<file path="src/common/ccd_params.svh">
// constants of the cache memory command decoder
`ifndef CCD_PARAMS_SVH
`define CCD_PARAMS_SVH
`define CCD_OP_EN        6'h00
`define CCD_OP_DIS       6'h01
`define CCD_OP_SLOCK     6'h02
`define CCD_OP_ELOCK     6'h03
`define CCD_OP_CB        6'h04
`define CCD_OP_INV       6'h05
`define CCD_OP_SETBUS    6'h07
`define CCD_OP_FILL      6'h10
`define CCD_OP_FILL_LOCK 6'h11
`define CCD_OP_REFRESH   6'h14
`define CCD_OP_HI        31
`define CCD_OP_LO        26
`define CCD_LEN_HI       23
`define CCD_LEN_LO       15
`define CCD_STALL_BIT    14
`define CCD_RATE_HI      13
`define CCD_I_BIT        21
`define CCD_S_HI         20
`define CCD_J_HI         18
`define CCD_K_HI         16
`define CCD_ADDR_HI      16
`define CCD_ADDR_LO      3
`define CCD_IDX_LO       10
`define CCD_READ_STALL   3'h4
`define CCD_STATUS_RESET 32'h000001C2
`endif

</file>
<file path="src/common/ccd_pkg.sv">
// types of the cache memory command decoder
package ccd_pkg;
  typedef enum logic [3:0] {
    CCD_IDLE = 4'b0001,
    CCD_RUN  = 4'b0010,
    CCD_WAIT = 4'b0100,
    CCD_DONE = 4'b1000
  } ccd_state_type;

  typedef enum logic [1:0] {
    CCD_K_FILL = 2'h0,
    CCD_K_CB   = 2'h1,
    CCD_K_INV  = 2'h2
  } ccd_kind_type;

  typedef struct packed {
    logic       valid;
    logic [1:0] kind;
    logic       lock;
    logic       use_index;
    logic [13:0] addr;
    logic [6:0] index;
    logic [8:0] length;
  } ccd_step_type;

  typedef struct packed {
    logic       cache_en;
    logic       lock_on;
    logic       i_cache;
    logic [1:0] s_cache;
    logic [1:0] j_cache;
    logic [1:0] k_cache;
    logic [13:0] refresh;
  } ccd_cfg_type;
endpackage

</file>
<file path="src/rtl/ccd_decoder.sv">
// cache memory command decoder and background sequencer
// Operation
// - opcode 010100 with bits 25-14 zero loads bits 13-0 as the refresh rate.
// - opcode 000000 enables and 000001 disables caching when other bits are zero.
// - opcode 000010 begins and 000011 ends the lock region when other bits are zero.
// - opcodes 010000 and 010001 start a fill, the latter locking, with length and stall.
// - opcodes 000100 and 000101 start copyback and invalidate with length and stall.
// - opcode 000111 sets bus cacheability with bit 14 and bits 13-0 zero.
// - bit 21 gives the instruction bus setting, 0 none and 1 read caching.
// - bits 20-19, 18-17, 16-15 give S, J, K bus caching as none, read, write, both.
// - a start address is bits 16-3 of the address/index word.
// - a start index is bits 16-10 of the address/index word.
// - long commands yield to core accesses and alternate with fetch.
// - a register write during a non-stall long command is aborted and flagged.
// - a running flag stays high while a command sequence is in progress.
// - a block read right after a cache register write stalls four cycles.
`timescale 1ns/1ps
`include "ccd_params.svh"
module ccd_decoder
  import ccd_pkg::*;
(
  input  wire logic        clk_in,
  input  wire logic        rst_in,
  input  wire logic        cmd_wr_in,
  input  wire logic        air_wr_in,
  input  wire logic [31:0] wdata_in,
  input  wire logic        stat_rd_in,
  input  wire logic        blk_rd_in,
  input  wire logic        core_req_in,
  input  wire logic        fetch_req_in,
  input  wire logic        step_ack_in,
  output logic [31:0]      cmd_word_out,
  output logic [31:0]      air_word_out,
  output logic [31:0]      status_out,
  output ccd_cfg_type      cfg_out,
  output ccd_step_type     step_out,
  output logic             step_req_out,
  output logic             fetch_grant_out,
  output logic             core_stall_out,
  output logic             rd_stall_out
);
  typedef struct packed {
    ccd_state_type state;
    logic [31:0]   cmd;
    logic [31:0]   air;
    ccd_cfg_type   cfg;
    logic [8:0]    remain;
    logic          stall_mode;
    logic          aborted;
    logic          turn;
    logic          step_req;
    logic          fetch_grant;
    logic          core_stall;
    logic [2:0]    rd_cnt;
    logic          wr_last;
    logic          load;
    ccd_step_type  step;
  } ccd_regs_type;

  ccd_regs_type r_r;
  ccd_regs_type r_nxt;
  ccd_step_type step_q;

  function automatic logic rest_zero(input logic [31:0] w, input logic [4:0] hi);
    logic [31:0] m;
    m = (32'h1 << (hi + 5'h1)) - 32'h1;
    rest_zero = ((w & m) == 32'h0);
  endfunction

  logic [5:0] op;
  logic       busy;
  logic       cache_wr;
  assign op = wdata_in[`CCD_OP_HI:`CCD_OP_LO];
  assign busy = (r_r.state != CCD_IDLE);
  assign cache_wr = cmd_wr_in | air_wr_in;

  always_comb begin
    r_nxt = r_r;
    r_nxt.load = 1'b0;
    if (stat_rd_in) begin
      r_nxt.aborted = 1'b0;
    end
    if (busy && cache_wr && !r_r.stall_mode) begin
      r_nxt.aborted = 1'b1;
    end else if (air_wr_in) begin
      r_nxt.air = wdata_in;
    end else if (cmd_wr_in) begin
      r_nxt.cmd = wdata_in;
      case (op)
        `CCD_OP_REFRESH: begin
          if (wdata_in[25:14] == 12'h000) begin
            r_nxt.cfg.refresh = wdata_in[`CCD_RATE_HI:0];
          end
        end
        `CCD_OP_EN: begin
          if (rest_zero(wdata_in, 5'd25)) r_nxt.cfg.cache_en = 1'b1;
        end
        `CCD_OP_DIS: begin
          if (rest_zero(wdata_in, 5'd25)) r_nxt.cfg.cache_en = 1'b0;
        end
        `CCD_OP_SLOCK: begin
          if (rest_zero(wdata_in, 5'd25)) r_nxt.cfg.lock_on = 1'b1;
        end
        `CCD_OP_ELOCK: begin
          if (rest_zero(wdata_in, 5'd25)) r_nxt.cfg.lock_on = 1'b0;
        end
        `CCD_OP_SETBUS: begin
          if (rest_zero(wdata_in, 5'd14) && wdata_in[25:22] == 4'h0) begin
            r_nxt.cfg.i_cache = wdata_in[`CCD_I_BIT];
            r_nxt.cfg.s_cache = wdata_in[`CCD_S_HI -: 2];
            r_nxt.cfg.j_cache = wdata_in[`CCD_J_HI -: 2];
            r_nxt.cfg.k_cache = wdata_in[`CCD_K_HI -: 2];
          end
        end
        `CCD_OP_FILL, `CCD_OP_FILL_LOCK, `CCD_OP_CB, `CCD_OP_INV: begin
          if (!busy && wdata_in[25:24] == 2'h0 && rest_zero(wdata_in, 5'd13)) begin
            r_nxt.state = CCD_RUN;
            r_nxt.remain = wdata_in[`CCD_LEN_HI:`CCD_LEN_LO];
            r_nxt.stall_mode = wdata_in[`CCD_STALL_BIT];
            r_nxt.step.valid = 1'b1;
            r_nxt.step.lock = (op == `CCD_OP_FILL_LOCK);
            r_nxt.step.length = wdata_in[`CCD_LEN_HI:`CCD_LEN_LO];
            r_nxt.step.kind = (op == `CCD_OP_CB) ? CCD_K_CB :
                              (op == `CCD_OP_INV) ? CCD_K_INV : CCD_K_FILL;
            r_nxt.step.use_index = (op == `CCD_OP_CB) || (op == `CCD_OP_INV);
            r_nxt.step.addr = r_r.air[`CCD_ADDR_HI:`CCD_ADDR_LO];
            r_nxt.step.index = r_r.air[`CCD_ADDR_HI:`CCD_IDX_LO];
            r_nxt.load = 1'b1;
          end
        end
        default: begin
          r_nxt.cmd = r_r.cmd;
        end
      endcase
    end
    r_nxt.step_req = 1'b0;
    r_nxt.fetch_grant = fetch_req_in;
    case (r_r.state)
      CCD_IDLE: begin
        r_nxt.core_stall = 1'b0;
      end
      CCD_RUN: begin
        r_nxt.core_stall = r_r.stall_mode;
        if (r_r.remain == 9'h000) begin
          r_nxt.state = CCD_DONE;
        end else if (!core_req_in) begin
          if (fetch_req_in && r_r.turn) begin
            r_nxt.fetch_grant = 1'b1;
            r_nxt.turn = 1'b0;
          end else begin
            r_nxt.fetch_grant = 1'b0;
            r_nxt.step_req = 1'b1;
            r_nxt.turn = 1'b1;
            r_nxt.state = CCD_WAIT;
          end
        end
      end
      CCD_WAIT: begin
        r_nxt.step_req = 1'b1;
        if (step_ack_in) begin
          r_nxt.step_req = 1'b0;
          r_nxt.remain = r_r.remain - 9'h001;
          r_nxt.step.addr = r_r.step.addr + 14'h0001;
          r_nxt.step.index = r_r.step.index + 7'h01;
          r_nxt.load = 1'b1;
          r_nxt.state = CCD_RUN;
        end else if (core_req_in) begin
          r_nxt.step_req = 1'b0;
          r_nxt.state = CCD_RUN;
        end
      end
      CCD_DONE: begin
        r_nxt.step.valid = 1'b0;
        r_nxt.load = 1'b1;
        r_nxt.core_stall = 1'b0;
        r_nxt.state = CCD_IDLE;
      end
      default: begin
        r_nxt.state = CCD_IDLE;
      end
    endcase
    r_nxt.wr_last = cache_wr;
    if (blk_rd_in && r_r.wr_last && r_r.rd_cnt == 3'h0) begin
      r_nxt.rd_cnt = `CCD_READ_STALL;
    end else if (r_r.rd_cnt != 3'h0) begin
      r_nxt.rd_cnt = r_r.rd_cnt - 3'h1;
    end
  end

  always_ff @(posedge clk_in) begin
    if (rst_in) begin
      r_r <= '0;
      r_r.state <= CCD_IDLE;
    end else begin
      r_r <= r_nxt;
    end
  end

  ccd_step_reg u_step (
    .clk_in   (clk_in),
    .rst_in   (rst_in),
    .load_in  (r_nxt.load),
    .step_in  (r_nxt.step),
    .step_out (step_q)
  );

  always_comb begin
    cmd_word_out = r_r.cmd;
    air_word_out = r_r.air;
    status_out = `CCD_STATUS_RESET;
    status_out[21] = r_r.cfg.i_cache;
    status_out[20:19] = r_r.cfg.s_cache;
    status_out[18:17] = r_r.cfg.j_cache;
    status_out[16:15] = r_r.cfg.k_cache;
    status_out[14] = r_r.stall_mode & busy;
    status_out[31] = busy;
    status_out[30] = r_r.aborted;
    status_out[0] = r_r.cfg.cache_en;
    status_out[2] = r_r.cfg.lock_on;
    cfg_out = r_r.cfg;
    step_out = step_q;
    step_req_out = r_r.step_req;
    fetch_grant_out = r_r.fetch_grant;
    core_stall_out = r_r.core_stall;
    rd_stall_out = (r_r.rd_cnt != 3'h0);
  end
endmodule

</file>
<file path="src/rtl/ccd_step_reg.sv">
// output register stage holding the current background step
`timescale 1ns/1ps
module ccd_step_reg
  import ccd_pkg::*;
(
  input  wire logic         clk_in,
  input  wire logic         rst_in,
  input  wire logic         load_in,
  input  ccd_step_type      step_in,
  output ccd_step_type      step_out
);
  always_ff @(posedge clk_in) begin
    if (rst_in) begin
      step_out <= '0;
    end else if (load_in) begin
      step_out <= step_in;
    end
  end
endmodule

</file>
<file path="config.mk">
export PLATFORM = sky130hd
export DESIGN_NAME = ccd_decoder
export DESIGN_NICKNAME = d
export VERILOG_FILES = /design/src/common/ccd_pkg.sv /design/src/rtl/ccd_decoder.sv /design/src/rtl/ccd_step_reg.sv
export VERILOG_INCLUDE_DIRS = /design/src /design/src/common
export SDC_FILE = /design/constraint.sdc
export NUM_CORES = 1
export LEC_CHECK = 0
export BUFFER_PORTS_ARGS = -buffer_cell sky130_fd_sc_hd__clkbuf_2
export CORE_ASPECT_RATIO = 0.9
export CORE_MARGIN = 4
export CORE_UTILIZATION = 30
export CTS_CLUSTER_SIZE = 24
export DETAILED_ROUTE_END_ITERATION = 10
export PLACE_DENSITY_LB_ADDON = 0.1
export SETUP_SLACK_MARGIN = 0.2
export SLEW_MARGIN = 10
export SYNTH_ARGS = -nofsm -noshare
export SYNTH_HDL_FRONTEND = slang
export SYNTH_SLANG_ARGS = --single-unit
export TNS_END_PERCENT = 5
</file>
<file path="constraint.sdc">
create_clock -name clk_in -period 5.9 [get_ports clk_in]
set_input_delay 1.18 -clock clk_in [delete_from_list [all_inputs] [get_ports clk_in]]
set_output_delay 1.18 -clock clk_in [all_outputs]
set_load 0.01 [all_outputs]
</file>
Word-level counts from Yosys, hierarchy flattened
Index checks and enable logic that the tools add are counted.
{"block": "word_totals", "regBits": 180, "output_inout_bits": 158, "wordCells": 152}
{"block": "classes", "addsub": 4, "eq_ne": 18, "n_mux": 52, "n_bitwise": 6, "n_reduce_logical": 38}
{"op": "two-way mux 36 bit", "n": 7}
{"op": "two-way mux 101 bit", "n": 1}
{"op": "logical NOT 32 bit", "n": 3}
{"op": "two-way mux 33 bit", "n": 2}
{"op": "two-way mux 32 bit", "n": 2}
{"op": "two-way mux 21 bit", "n": 2}
{"op": "two-way mux 14 bit", "n": 2}
{"op": "two-way mux 4 bit", "n": 7}
{"op": "two-way mux 10 bit", "n": 2}
{"op": "equality test 6 x 3 -> 1 bit, second input constant", "n": 3}
{"op": "equality test 6 x 5 -> 1 bit, second input constant", "n": 3}
{"op": "two-way mux 9 bit", "n": 2}
{"op": "AND reduction 5 bit", "n": 3}
{"op": "adder 14 x 1 -> 14 bit, second input constant", "n": 1}
{"op": "two-way mux 7 bit", "n": 2}
{"op": "equality test 6 x 2 -> 1 bit, second input constant", "n": 2}
{"op": "logical NOT 12 bit", "n": 1}
{"op": "case mux 4 bit (3 select lines)", "n": 1}
{"op": "AND reduction 6 bit", "n": 2}
{"op": "two-way mux 1 bit", "n": 11}
{"op": "case mux 1 bit (2 select lines)", "n": 5}
{"op": "nonzero test 2 bit", "n": 5}
{"op": "OR reduction 10 bit", "n": 1}
{"op": "logical NOT 9 bit", "n": 1}
{"op": "28 further kinds", "n": 47}

Logic depth before layout (Yosys ltp)
{"block": "logic_depth", "word_depth": 13, "ltp_mapped": 9, "depth_no_buf": 8}

By module
A second synthesis with hierarchy kept.
{"block": "hier_totals", "cells_unflattened": 967, "area_unflattened_um2": 8365.5}
{"module": "ccd_decoder", "instances": 1, "cells_per_inst": 854, "area_per_inst_um2": 7093.1, "seq_area_each_um2": 2902.8}
{"module": "ccd_step_reg", "instances": 1, "cells_per_inst": 113, "area_per_inst_um2": 1272.5, "seq_area_each_um2": 700.7}

Worst setup path before layout
OpenSTA, ideal clock, no wires.
{"block": "synth_timing", "path_type": "input to register", "startpoint": "in wdata_in[6]", "endpoint": "reg r_r (netlist bit cfg_out[14])", "arrival_time_ns": 2.827, "path_slack_ns": 2.946, "cell_stages": 6, "path_cell_list": "nor4_2 nand4_2 or4_4 nor3_4 mux2i_1 nor2_1"}
{"block": "synth_between", "elab_chain_cells": 3}
{"element": "start, declared", "line": "ccd_decoder.sv:26", "rtl": "input wire logic [31:0] wdata_in,"}
{"element": "logical NOT 32 bit", "line": "ccd_decoder.sv:67", "rtl": "rest_zero = ((w & m) == 32'h0);"}
{"element": "logical AND 1 bit", "line": "ccd_decoder.sv:108", "rtl": "if (rest_zero(wdata_in, 5'd14) && wdata_in[25:22] == 4'h0) begin"}
{"element": "AND reduction 5 bit (no line)"}
{"element": "end signal, assigned", "line": "ccd_decoder.sv:195", "rtl": "r_r <= r_nxt;"}
{"element": "end, declared", "line": "ccd_decoder.sv:60", "rtl": "ccd_regs_type r_r;"}
Every way passes these cells.
A chain may end at the register's enable or synchronous reset.

Worst setup path in the final report
{"block": "layout_timing", "startpoint": "in wdata_in[27]", "endpoint": "reg, netlist name u_step.step_out[26]"}
{"block": "layout_between", "elab_chain_cells": 8}
{"element": "equality test 6 x 5 -> 1 bit / equality test 6 x 3 -> 1 bit (equally long branches)", "line": "ccd_decoder.sv:89", "rtl": "case (op)"}
{"element": "OR reduction 4 bit (*)", "line": "ccd_decoder.sv:89"}
{"element": "two-way mux 36 bit (*)", "line": "ccd_decoder.sv:89"}
{"element": "two-way mux 36 bit (*)", "line": "ccd_decoder.sv:87", "rtl": "end else if (cmd_wr_in) begin"}
{"element": "two-way mux 36 bit (*)", "line": "ccd_decoder.sv:85", "rtl": "end else if (air_wr_in) begin"}
{"element": "two-way mux 36 bit (*)", "line": "ccd_decoder.sv:83", "rtl": "if (busy && cache_wr && !r_r.stall_mode) begin"}
{"element": "two-way mux 1 bit / two-way mux 21 bit (equally long branches)", "line": "ccd_decoder.sv:160", "rtl": "if (step_ack_in) begin"}
{"element": "case mux 1 bit (2 select lines) / two-way mux 21 bit (equally long branches)", "line": "ccd_decoder.sv:138", "rtl": "case (r_r.state)"}
Every way passes the cells marked *; elsewhere a longest branch is shown, timed or not.

==> metrics <==
Slew HR=between 30% and 40%; Worst Skew=0.0216 ns; Yosys top cell area share=between 40% and 50%; worst hold path class=flip-flop to flip-flop; Place WS=2.09 ns; most area-hungry cell type in the Yosys netlist=dfxtp_1; hpwl dp=16.9 mm; Max Slew Vio Count=0; Finished Layout Cells=around 1400; Tightest Pin Transition=0.972 ns; Area Growth Syn to Fin=12.0%; DRC=0; Hold Vio Cnt, Final=0; sequential share of the synthesized area=44.0%; die footprint=30000 sq um; PnR worst setup slack=2.52 ns; Pre-antenna DRT Iters=4; Total Routed Length=24.2 mm; Cells after DPL=1336; Final Setup Violations=0; Syn Inst Count=946; gr usage total=16.0%; H-tree depth=4; top routing layer in use=met4; clock insertion delay at the later pin of the skew report=0.44 ns; Max Cap Viol=0; Initial Utilization=30.4%; Post-CTS Setup Inserts=0; Area contributors post-synth=dfxtp_1, buf_4, mux2i_1; vias per cell=4.68; crit start category=input port; Clock Pin Slew Worst Setup and Hold Paths=0.07 ns; Tmin final=3.38 ns; Num CTS Buffers=17; Ys Warns=0; share of layout cells above drive strength 1=23.9%; gr ovfl total=0; fmax=0.296 GHz; power per cell area=285 nW/um^2; most common cell in the synthesized netlist=dfxtp_1; critical path peak fanout=20; worst-path cell chain=clkbuf_2, nor3_1, and4_1, nand2_1, a211o_1, or3_1, a21oi_1; Async SR Flop Fraction=0%; RSZ-0062 raised after global routing=no; Worst EP required=between 6 and 7 ns; CTS Hold Bufs=0; first-pass GRT wire length=37.2 mm; DRT antenna net count=0; initial antenna violation count=0; crit-path max cell delay=approximately 0.62 ns; Max Root-Sink Buffers=2; Crit path arrival time=between 3 and 4 ns; syn_area_per_cell=8.66 sq um; CTS sink cnt=180; Post-synth EDFFs=0; hold depth=2; vias in the first global route=6071; core footprint=27000 sq um; CTS resizes=0; Final Cycle Share=57.2%; met3 routed wirelength=1.43 mm; PortBufs=178; status=finished clean; synth cell count leaders=dfxtp_1, nor2_1, buf_4, nand2_1, a21oi_1; TNS Setup=0 ns; CP max stage cell=nor3_1; M1 WL=12.5 mm; routability cong.=about 0.78; largest net degree at the start of global routing=122; Die H=between 150 and 200 um; DR WL/cell=between 15 and 20 um; nets@finish=1047; Synth cell types=56; #FFs+latches synth=180; Setup CP Type=input port to flip-flop; drt initial violations=349; CTS tree=done; LEAKAGE=3.69 nW; critical path endpoint category=flip-flop; Max VDD drop=0.181 mV; Core Rows=57; Synth Flop Type=dfxtp_1; Die X=roughly 180 um; antenna fix cells=0; num ports=199; Worst R2R Path Depth=6; Cell Area, Synth=roughly 8000 sq um; CTS Root Cell=clkbuf_16; met2 wire len=9.98 mm; routed vias=6409
-- path summary, 6_finish.rpt --
kind                       start             endpoint  slack (ns)
max                 wdata_in[27]  u_step.step_out[26]        2.52
min          u_step.step_out[26]  u_step.step_out[26]        0.46
max reg2reg             r_r[142]  u_step.step_out[26]        2.87
min reg2reg  u_step.step_out[26]  u_step.step_out[26]        0.46
-- worst max-delay path, delay by kind of cell --
kind	cells	cell delay [ns]
buf+inv	1	0.14
compound gates	2	0.58
simple gates	4	1.81
-- state kept, by name (all words and copies together) (netlist names) --
name	count
cmd_word_out	32
air_word_out	32
core_stall_out	1
step_req_out	1
r_r	54
fetch_grant_out	1
u_step.step_out	35
cfg_out	23
status_out	1
-- routing by layer --
metal	track usage, %	vias to the layer above
li1	-	3243
met1	24.3	2978
met2	21.9	174
met3	4.38	14
met4	4.26	0
met5	0	-
-- logic make-up (layout without fill, tap and decap cells) --
logic type,count (synthesis),in the layout,share of synthesized area (%)
simple gates,354,354,21.1
flops,180,180,44.0
buf+inv,180,230,14.1
compound gates,160,160,12.0
mux,64,64,7.82
fa+ha+maj,5,5,0.764
other cells,2,20,0.0917
xor+xnor,1,1,0.107
-- through the flow --
| stage | hold WS, ns | total power [mW] | cell area, sq um | utilization, % |
|---|---|---|---|---|
| CTS | 0.459 | 2.65 | 9180 | 34.0 |
| floorplan | 0.437 | 1.42 | 8260 | - |
| finish | 0.456 | 2.61 | 9180 | 34.0 |
| global placement | 0.445 | 1.48 | 8570 | 31.8 |
| global route | 0.475 | 2.74 | 9180 | 34.0 |
| detailed placement | 0.447 | 1.48 | 8570 | 31.8 |
-- final cells by class --
cell class	count	area, sq um
inverter	9	33.8
sequential	180	3600
clock buffer	17	425
timing repair buffer	189	980
clock inverter	15	180
fill	2878	17800
multi-input combinational	604	3510
tap	354	443
-- report_power, final --
part	leakage, nW	switching (mW)	internal [mW]
sequential	1.46	0.0176	1.24
clock	0.295	0.590	0.575
combinational	1.94	0.126	0.0656
total	3.69	0.734	1.88
-- placed cells by master, fill, tap and decap left out, types with 8 or more instances in the layout --
cell / instances
conb_1: 20
o21ai_0: 25
dfxtp_1: 180
a21oi_1: 69
a211oi_1: 22
nor2_1: 133
clkbuf_2: 177
nor4_1: 8
nand2_1: 99
a31oi_1: 8
nor3_1: 17
nand3_1: 14
buf_4: 11
clkbuf_16: 17
nand3b_1: 11
mux2i_1: 64
and3_1: 12
inv_1: 9
Note: power is estimated with default switching activity, not from simulation.
